$ cat src/counter_array_pkg.sv
// Shared constants and carrier types for the counter array register block
package counter_array_pkg;

	// Array geometry
	localparam int NUM_MODULES = 6;
	localparam int WATCHDOG_MODULE = 5;

	// Counter register addresses
	localparam logic [7:0] COUNTER_LOW_ADDR = 8'hF9;
	localparam logic [7:0] COUNTER_HIGH_ADDR = 8'hFA;

	// Capture/compare addresses, index = module number (module 0 rightmost)
	localparam logic [5:0][7:0] CAPCMP_LOW_ADDR = {8'hD2, 8'hFD, 8'hED, 8'hEB, 8'hE9, 8'hFB};
	localparam logic [5:0][7:0] CAPCMP_HIGH_ADDR = {8'hD3, 8'hFE, 8'hEE, 8'hEC, 8'hEA, 8'hFC};

	// Byte positions inside a 16-bit value
	localparam int LOW_BYTE_LSB = 0;
	localparam int HIGH_BYTE_LSB = 8;

	// Reset values and unmapped read data
	localparam logic [15:0] COUNTER_RESET = 16'h0000;
	localparam logic [7:0] SNAPSHOT_RESET = 8'h00;
	localparam logic [15:0] CAPCMP_RESET = 16'h0000;
	localparam logic [15:0] RELOAD_RESET = 16'h0000;
	localparam logic COMPARATOR_ENABLE_RESET = 1'b0;
	localparam logic [7:0] READ_DATA_RESET = 8'h00;
	localparam logic [7:0] UNMAPPED_READ_DATA = 8'h00;

	// One register bus request, sampled on each rising clock edge
	typedef struct packed {
		logic write;
		logic read;
		logic [7:0] addr;
		logic [7:0] data;
	} reg_req_t;

	// Per-module state seen by the capture, compare and PWM engines
	typedef struct packed {
		logic comparatorEnable;
		logic compareMatch;
		logic [15:0] capcmpValue;
		logic [15:0] reloadValue;
	} channel_t;

	// Mode register update of the comparator enable bits
	typedef struct packed {
		logic [5:0] load;
		logic [5:0] value;
	} mode_update_t;

endpackage : counter_array_pkg

$ cat src/counter_array_regs.sv
// Register access of the programmable counter array: counter, snapshot, capture/compare, reload
// Behaviour
// - 16-bit counter, low byte at 0xF9, high byte at 0xFA, both read/write.
// - High byte read returns a snapshot loaded only when the low byte is read.
// - Watchdog enabled: software writes to the counter low byte are ignored.
// - Watchdog enabled: software writes to the counter high byte are ignored.
// - Six modules each have a read/write capture/compare low byte at fixed addresses.
// - Reload select set: low-byte address reaches that channel's PWM reload low byte.
// - Six modules each have a read/write capture/compare high byte at fixed addresses.
// - Reload select set: high-byte address reaches that channel's PWM reload high byte.
// - Writing a module's low byte clears its comparator enable bit.
// - Writing a module's high byte sets its comparator enable bit.
// - Comparator enable high turns on compare of that module against the counter.
// - Watchdog enabled: module five is the watchdog, its mode bits are locked.
//
// The address-and-strobe port was decided locally.
`timescale 1ns/1ps
`default_nettype none

module counter_array_regs (
	// Clock and reset
	input wire logic core_clk,
	input wire logic reset_n,
	// Register port
	input wire counter_array_pkg::reg_req_t regReq,
	output logic [7:0] regRdData,
	// Control from the mode and PWM configuration registers
	input wire logic watchdogEnable,
	input wire logic autoReloadSelect,
	input wire counter_array_pkg::mode_update_t modeUpdate,
	// Counter timebase
	input wire logic countTick,
	// Engine side
	output logic [15:0] counterValue,
	output counter_array_pkg::channel_t [5:0] channels
);

	logic [15:0] counter;
	logic [7:0] snapshot;
	logic [5:0][15:0] capcmp;
	logic [5:0][15:0] reload;
	logic [5:0] comparatorEnable;
	logic [5:0] compareMatch;
	logic [5:0] hitLow;
	logic [5:0] hitHigh;
	logic hitCounterLow;
	logic hitCounterHigh;
	logic counterWriteOk;
	logic [7:0] next_rdData;

	assign hitCounterLow = regReq.addr == counter_array_pkg::COUNTER_LOW_ADDR;
	assign hitCounterHigh = regReq.addr == counter_array_pkg::COUNTER_HIGH_ADDR;
	// The watchdog owns the counter; software may not move it under a running watchdog
	assign counterWriteOk = regReq.write && !watchdogEnable;

	// Counter: a software write to a byte in the same cycle as a tick wins over the tick for that byte only
	always_ff @(posedge core_clk or negedge reset_n) begin
		if (!reset_n) begin
			counter <= counter_array_pkg::COUNTER_RESET;
		end else begin
			if (counterWriteOk && hitCounterLow) begin
				counter[7:0] <= regReq.data;
			end else if (countTick) begin
				counter[7:0] <= counter[7:0] + 8'h01;
			end
			if (counterWriteOk && hitCounterHigh) begin
				counter[15:8] <= regReq.data;
			end else if (countTick && counter[7:0] == 8'hFF) begin
				counter[15:8] <= counter[15:8] + 8'h01;
			end
		end
	end

	// Snapshot taken in the low-byte read cycle, so a carry between the two reads is harmless
	always_ff @(posedge core_clk or negedge reset_n) begin
		if (!reset_n) begin
			snapshot <= counter_array_pkg::SNAPSHOT_RESET;
		end else if (regReq.read && hitCounterLow) begin
			snapshot <= counter[15:8];
		end
	end

	genvar m;
	generate
		for (m = 0; m < counter_array_pkg::NUM_MODULES; m++) begin : g_module
			logic modeLocked;

			assign hitLow[m] = regReq.addr == counter_array_pkg::CAPCMP_LOW_ADDR[m];
			assign hitHigh[m] = regReq.addr == counter_array_pkg::CAPCMP_HIGH_ADDR[m];
			assign modeLocked = (m == counter_array_pkg::WATCHDOG_MODULE) && watchdogEnable;

			// Capture/compare value, reached when reload select is clear
			always_ff @(posedge core_clk or negedge reset_n) begin
				if (!reset_n) begin
					capcmp[m] <= counter_array_pkg::CAPCMP_RESET;
				end else if (regReq.write && !autoReloadSelect) begin
					if (hitLow[m]) begin
						capcmp[m][7:0] <= regReq.data;
					end
					if (hitHigh[m]) begin
						capcmp[m][15:8] <= regReq.data;
					end
				end
			end

			// PWM reload value, reached through the same addresses when reload select is set
			always_ff @(posedge core_clk or negedge reset_n) begin
				if (!reset_n) begin
					reload[m] <= counter_array_pkg::RELOAD_RESET;
				end else if (regReq.write && autoReloadSelect) begin
					if (hitLow[m]) begin
						reload[m][7:0] <= regReq.data;
					end
					if (hitHigh[m]) begin
						reload[m][15:8] <= regReq.data;
					end
				end
			end

			// Comparator enable: byte writes override a mode update in the same cycle.
			// The watchdog module keeps its bit while the watchdog runs.
			always_ff @(posedge core_clk or negedge reset_n) begin
				if (!reset_n) begin
					comparatorEnable[m] <= counter_array_pkg::COMPARATOR_ENABLE_RESET;
				end else if (!modeLocked) begin
					if (regReq.write && hitLow[m]) begin
						comparatorEnable[m] <= 1'b0;
					end else if (regReq.write && hitHigh[m]) begin
						comparatorEnable[m] <= 1'b1;
					end else if (modeUpdate.load[m]) begin
						comparatorEnable[m] <= modeUpdate.value[m];
					end
				end
			end

			// Compare against the live counter only while enabled
			always_ff @(posedge core_clk or negedge reset_n) begin
				if (!reset_n) begin
					compareMatch[m] <= 1'b0;
				end else begin
					compareMatch[m] <= comparatorEnable[m] && (counter == capcmp[m]);
				end
			end

			assign channels[m].comparatorEnable = comparatorEnable[m];
			assign channels[m].compareMatch = compareMatch[m];
			assign channels[m].capcmpValue = capcmp[m];
			assign channels[m].reloadValue = reload[m];

		end
	endgenerate

	// Read multiplexer; addresses are distinct so at most one term matches
	always_comb begin
		next_rdData = counter_array_pkg::UNMAPPED_READ_DATA;
		if (hitCounterLow) begin
			next_rdData = counter[7:0];
		end else if (hitCounterHigh) begin
			next_rdData = snapshot;
		end
		for (int i = 0; i < counter_array_pkg::NUM_MODULES; i++) begin
			if (hitLow[i]) begin
				next_rdData = autoReloadSelect ? reload[i][7:0] : capcmp[i][7:0];
			end
			if (hitHigh[i]) begin
				next_rdData = autoReloadSelect ? reload[i][15:8] : capcmp[i][15:8];
			end
		end
	end

	// Read data stands only in the cycle after the read strobe
	always_ff @(posedge core_clk or negedge reset_n) begin
		if (!reset_n) begin
			regRdData <= counter_array_pkg::READ_DATA_RESET;
		end else if (regReq.read) begin
			regRdData <= next_rdData;
		end else begin
			regRdData <= counter_array_pkg::READ_DATA_RESET;
		end
	end

	assign counterValue = counter;
endmodule : counter_array_regs

`default_nettype wire

$ cat config.mk
export PLATFORM = sky130hd
export DESIGN_NAME = counter_array_regs
export DESIGN_NICKNAME = d
export VERILOG_FILES = /design/src/counter_array_pkg.sv /design/src/counter_array_regs.sv
export SDC_FILE = /design/constraint.sdc
export NUM_CORES = 1
export LEC_CHECK = 0
export BUFFER_PORTS_ARGS = -buffer_cell sky130_fd_sc_hd__buf_2
export CAP_MARGIN = 15
export CORE_UTILIZATION = 35
export DETAILED_ROUTE_END_ITERATION = 16
export GPL_TIMING_DRIVEN = 0
export PLACE_DENSITY = 0.65
export SLEW_MARGIN = 20
export SYNTH_ARGS = -nofsm -noshare
export SYNTH_HDL_FRONTEND = slang
export SYNTH_SLANG_ARGS = --single-unit
$ cat constraint.sdc
create_clock -name core_clk -period 2.26 [get_ports core_clk]
set_clock_uncertainty 0.1 [all_clocks]
set_input_delay 0.339 -clock core_clk [delete_from_list [all_inputs] [get_ports core_clk]]
set_output_delay 0.339 -clock core_clk [all_outputs]
set_load 0.01 [all_outputs]
==> summary.txt, run 1 <==
IO Pins = 263
fill count = 3470
DRC = 0
first-pass GRT wire length = 76500 um
ratio of final minimum period to clock period = 0.964
Reg clk slew, reported paths = 0.06 ns
peak supply drop = 0.000564 V
total number of vias = 10600
fmax = 459 MHz
Setup-failing EPs final = 0
CP startpoint kind = flop
slew margin rel. = 0.182
Syn Nets = 1106
Crit path required time = 2.60 ns
I/O Buffers = 260
Worst-Skew Late Latency = 0.56 ns
Synthesis Warnings = 0
CP endpoint kind = flop
Synth Register Bits = 236
Design Area, Final = 15900 um^2
critical path class = flop to flop
initial antenna violation count = 2
top cells by count, synth = 236 x dfrtp_1, 235 x mux2_2, 78 x xnor2_1
die width = 194 um
Yosys top cell area share = 0.459
Initial Util = 0.358
largest net degree at the start of global routing = 101
GPL Wtd Cong = 0.956
worst setup margin = 0.0806 ns
Cell Pwr Density = 718 nW/um^2
DR WL/cell = 29.3 um
mapped cell area = 12900 um^2
Core Util, Final = 0.442
TritonCTS clock tree = yes
DP Area = 14800 um^2
clk root buf = clkbuf_16
max-slew violation count = 0
ys flop type = dfrtp_1
overall power = 0.0114 W
outcome = finished clean
fraction of layout cells with a size suffix above 1 = 0.466
CP Max Fanout = 10
unrepaired setup endpoints after global routing = false
Post-synth EDFFs = 0
nets@finish = 1406
Die Y = 194 um
DP HPWL = 39500 um
Synth area leader = dfrtp_1
P&R area growth vs syn = 23.4%
Hold Vio Cnt, Final = 0
Pre-Repair DR Iteration Count = 8
Place WS = -0.337 ns
Worst-Margin Slew = 1.23 ns
syn_area_per_cell = 12.0 um^2
H-Tree Depth = 1
sequential element share of the synthesized area = 0.459
CTS Buffer Depth = 3
Crit path arrival time = 2.52 ns
vias in the first global route = 10500
Final ANT Viol Nets = 0
Synth async-reset ratio = 1.00
initial DRC count = 830
Hold Slack = 0.0213 ns
DR vias/cell = 5.70
cts bufs inserted = 28
Yosys cell types = 66
Syn Inst Count = 1069
Die Area = 37500 um^2
clock sinks = 236
total gr overflow = 0
CORE AREA = 35900 um^2
most frequent cell after synthesis = dfrtp_1
leakage power = 8.05 nW
maxcap violations = 0
Total GRT Usage = 0.283
row cnt = 69
Final Critical Period = 2.18 ns
routed wire length = 54400 um
top cells by area, synth = dfrtp_1 46%, mux2_2 21%, xnor2_1 5.3%, mux2i_1 4.5%, xor2_1 2.2%
HP Class = input pin to flop
-- timing repair --
action                                  CTS  global route
resized for setup                        11            11
hold buffers                              6             0
cloned                                    0             0
buffers inserted                          0             2
pin swaps                                 0             1
endpoints found under the hold margin    43             0
endpoints found under the setup margin   14            13
-- metrics by stage --
step                cells  setup TNS (ns)
detailed placement   1792           -8.36
finish               1853               0
floorplan            1069               0
global route         1852               0
CTS                  1850               0
global placement     1790         -819.00
-- logic make-up after synthesis --
| group | count (synthesis) | share of synthesized area |
|---|---|---|
| buf+inv | 84 | 0.0352 |
| simple gates | 218 | 0.113 |
| compound gates | 126 | 0.0652 |
| flops | 236 | 0.459 |
| mux | 293 | 0.251 |
| fa+ha+maj | 2 | 0.00194 |
| xor+xnor | 110 | 0.0749 |
-- registers in the layout (all words and copies together) (netlist names) --
signal	count
channels	204
counterValue	16
regRdData	8
snapshot	8
-- worst max-delay path, stage by stage, from the launching register on --
cell,delay [ns]
dfrtp_1,0.33
buf_2,0.43
o21ai_0,0.14
a22o_1,0.26
o211ai_1,0.29
a221oi_1,0.15
nor3_1,0.34
-- final timing paths --
kind                                 start           end  slack [ns]  depth (start not counted)
min in group asynchronous          reset_n  channels[55]        0.17                          2
hold / removal               modeUpdate[1]  channels[67]        0.02                          3
setup reg to reg           counterValue[4]  regRdData[4]        0.08                          6
max in group asynchronous          reset_n  regRdData[6]        1.05                          3
hold reg to reg                snapshot[7]   snapshot[7]        0.41                          1
setup / recovery           counterValue[4]  regRdData[4]        0.08                          6
-- routing by layer --
| metal | vias up | part of all wire | track usage |
|---|---|---|---|
| li1 | 4508 | - | - |
| met3 | 98 | 0.099 | 0.0868 |
| met4 | 0 | 0.035 | 0.0948 |
| met2 | 552 | 0.44 | 0.433 |
| met1 | 5403 | 0.42 | 0.379 |
| met5 | - | 0 | 0 |
-- report_power, final --
part / internal (W) / switching (W)
registers: 0.00440 / 0.000169
clock network: 0.00265 / 0.00194
logic: 0.000806 / 0.00144
-- layout by cell type (no fill, tap or decap), types with 13 or more instances in the layout --
| cell | n |
|---|---|
| xnor2_1 | 78 |
| nand3_1 | 27 |
| mux2_2 | 235 |
| xor2_1 | 32 |
| nor4_1 | 13 |
| nand4_1 | 33 |
| nand2_1 | 47 |
| clkbuf_16 | 28 |
| o21ai_0 | 38 |
| dfrtp_1 | 236 |
| buf_2 | 287 |
| nor3_1 | 13 |
| clkbuf_1 | 27 |
| mux2i_1 | 58 |
| a21oi_1 | 20 |
| buf_4 | 16 |
-- area by class of cell --
| type | instances | area (um^2) | share of cell area |
|---|---|---|---|
| antenna | 1 | 2.50 | 0.000158 |
| sequential | 236 | 5910 | 0.372 |
| timing repair buffer | 270 | 1440 | 0.0908 |
| clock buffer | 33 | 759 | 0.0478 |
| tap | 461 | 577 | 0.0363 |
| inverter | 1 | 3.75 | 0.000236 |
| multi-input combinational | 749 | 6530 | 0.411 |
| buffer | 83 | 475 | 0.0299 |
| clock inverter | 19 | 186 | 0.0117 |
(Power assumes the default switching activity.)
==> run 2: changes to the inputs <==
--- a/config.mk
+++ b/config.mk
@@ -10,7 +10,7 @@
 export CORE_UTILIZATION = 35
 export DETAILED_ROUTE_END_ITERATION = 16
 export GPL_TIMING_DRIVEN = 0
-export PLACE_DENSITY = 0.65
+export PLACE_DENSITY = 0.55
 export SLEW_MARGIN = 20
 export SYNTH_ARGS = -nofsm -noshare
 export SYNTH_HDL_FRONTEND = slang
==> summary.txt, run 2 (same netlist as run 1, synthesis figures left out) <==
outcome = finished clean
Logic pwr share = 0.201
flop2flop setup slack = 0.14 ns
peak supply drop = 0.000505 V
Sw Share = 0.308
overall power = 0.0113 W
Core Util, Final = 0.441
CORE AREA = 35900 um^2
fraction of layout cells with a size suffix above 1 = 0.462
Worst R2R End = regRdData[4]
Pre-Repair DR Iteration Count = 5
row cnt = 69
maxcap violations = 0
P&R area growth vs syn = 23.1%
vias in the first global route = 10400
first-pass GRT wire length = 77600 um
H-Tree Depth = 1
hold_sp = modeUpdate[7]
Final ANT Viol Nets = 0
leakage power = 8.05 nW
Cell Pwr Density = 714 nW/um^2
Design Area, Final = 15800 um^2
reg2reg start = counterValue[4]
Setup-failing EPs final = 0
slew margin rel. = 0.268
initial DRC count = 796
die width = 194 um
ratio of final minimum period to clock period = 0.954
Crit path arrival time = 2.43 ns
Register-to-Register Path Depth = 6
nets@finish = 1405
routed wire length = 55300 um
clock share of power = 0.395
commonest non-fill, non-tap cells in the layout = 285 x buf_2, 236 x dfrtp_1, 235 x mux2_2
max-slew violation count = 0
Worst-Margin Slew = 1.10 ns
IO Pins = 263
Reg clk slew, reported paths = 0.06 ns
largest net degree at the start of global routing = 75
max FFs per register = 204
sequential share of power = 0.403
Die Area = 37500 um^2
DR WL/cell = 29.9 um
cts bufs inserted = 27
Hold Vio Cnt, Final = 0
DRC = 0
critical path class = input pin to flop
P_sw = 0.00349 W
unrepaired setup endpoints after global routing = false
fmax = 464 MHz
ANT cells = 0
clock sinks = 236
CP startpoint kind = input pin
CTS Buffer Depth = 3
Int Pwr = 0.00783 W
DP Area = 14900 um^2
CP Max Fanout = 10
Crit path required time = 2.54 ns
TritonCTS clock tree = yes
DR vias/cell = 5.62
Total GRT Usage = 0.291
total number of vias = 10400
initial antenna violation count = 4
commonest non-fill, non-tap cell in the layout = buf_2
Worst-Skew Late Latency = 0.54 ns
crit path capture = regRdData[2]
total gr overflow = 0
fill count = 3484
Initial Util = 0.358
GPL Wtd Cong = 0.971
Final Critical Period = 2.16 ns
DP HPWL = 39900 um
HP Class = input pin to flop
Die Y = 194 um
Crit. Startpoint = autoReloadSelect
clk root buf = clkbuf_16
CP endpoint kind = flop
I/O Buffers = 260
run 2: per-layer routing:
metal / vias to the layer above / part of all wire / global-route usage
met2: 461 / 0.45 / 0.447
met1: 5326 / 0.44 / 0.399
met5: - / 0.00025 / 0
met4: 2 / 0.040 / 0.113
li1: 4496 / - / -
met3: 107 / 0.076 / 0.0633
run 2: through the flow:
stage / hold WS (ns) / instances / setup TNS [ns] / setup WS, ns
global placement: 0.387 / 1790 / -879.10 / -3.71
CTS: 0.000653 / 1847 / 0 / 0.0268
floorplan: -0.0566 / 1069 / 0 / 0.406
finish: 0.00743 / 1848 / 0 / 0.104
global route: 0.0188 / 1848 / 0 / 0.0287
detailed placement: 0.115 / 1793 / -9.13 / -0.463
run 2: timing repair:
action	CTS	global route
resized for setup	10	3
hold buffers	6	0
endpoints found under the setup margin	12	10
pin swaps	0	1
buffers inserted	0	1
endpoints found under the hold margin	103	0
run 2: power by group through the flow:
stage | sequential, W | clock, W | combinational (W)
6_report | 0.00457 | 0.00448 | 0.00228
5_1_grt | 0.00459 | 0.00471 | 0.00239
3_3_place_gp | 0.00464 | 0 | 0.00217
3_5_place_dp | 0.00464 | 0 | 0.00221
4_1_cts | 0.00457 | 0.00455 | 0.00224
2_1_floorplan | 0.00467 | 0 | 0.00114
run 2: how the worst min path moves through the flow:
stage	to	slack (ns)	cells after the start
floorplan	channels[0]	-0.06	0
global placement	snapshot[4]	0.39	1
detailed placement	counterValue[11]	0.12	1
CTS	channels[67]	0.0007	3
global route	channels[67]	0.02	3
finish	channels[67]	0.007	3
run 2: layout make-up:
class | count | area, um^2 | share of cell area
Clock buffer | 41 | 828 | 0.0523
Sequential cell | 236 | 5910 | 0.373
Clock inverter | 7 | 66.3 | 0.00418
Multi-Input combinational cell | 749 | 6530 | 0.412
Tap cell | 461 | 577 | 0.0364
Inverter | 1 | 3.75 | 0.000237
Timing Repair Buffer | 270 | 1460 | 0.0922
Buffer | 83 | 477 | 0.0301
run 2: worst max-delay path: stages:
cell      delay, ns
buf_2          0.19
buf_2          0.43
clkbuf_4       0.44
mux2i_1        0.28
o21ai_0        0.10
o21ai_0        0.44
a211oi_2       0.21
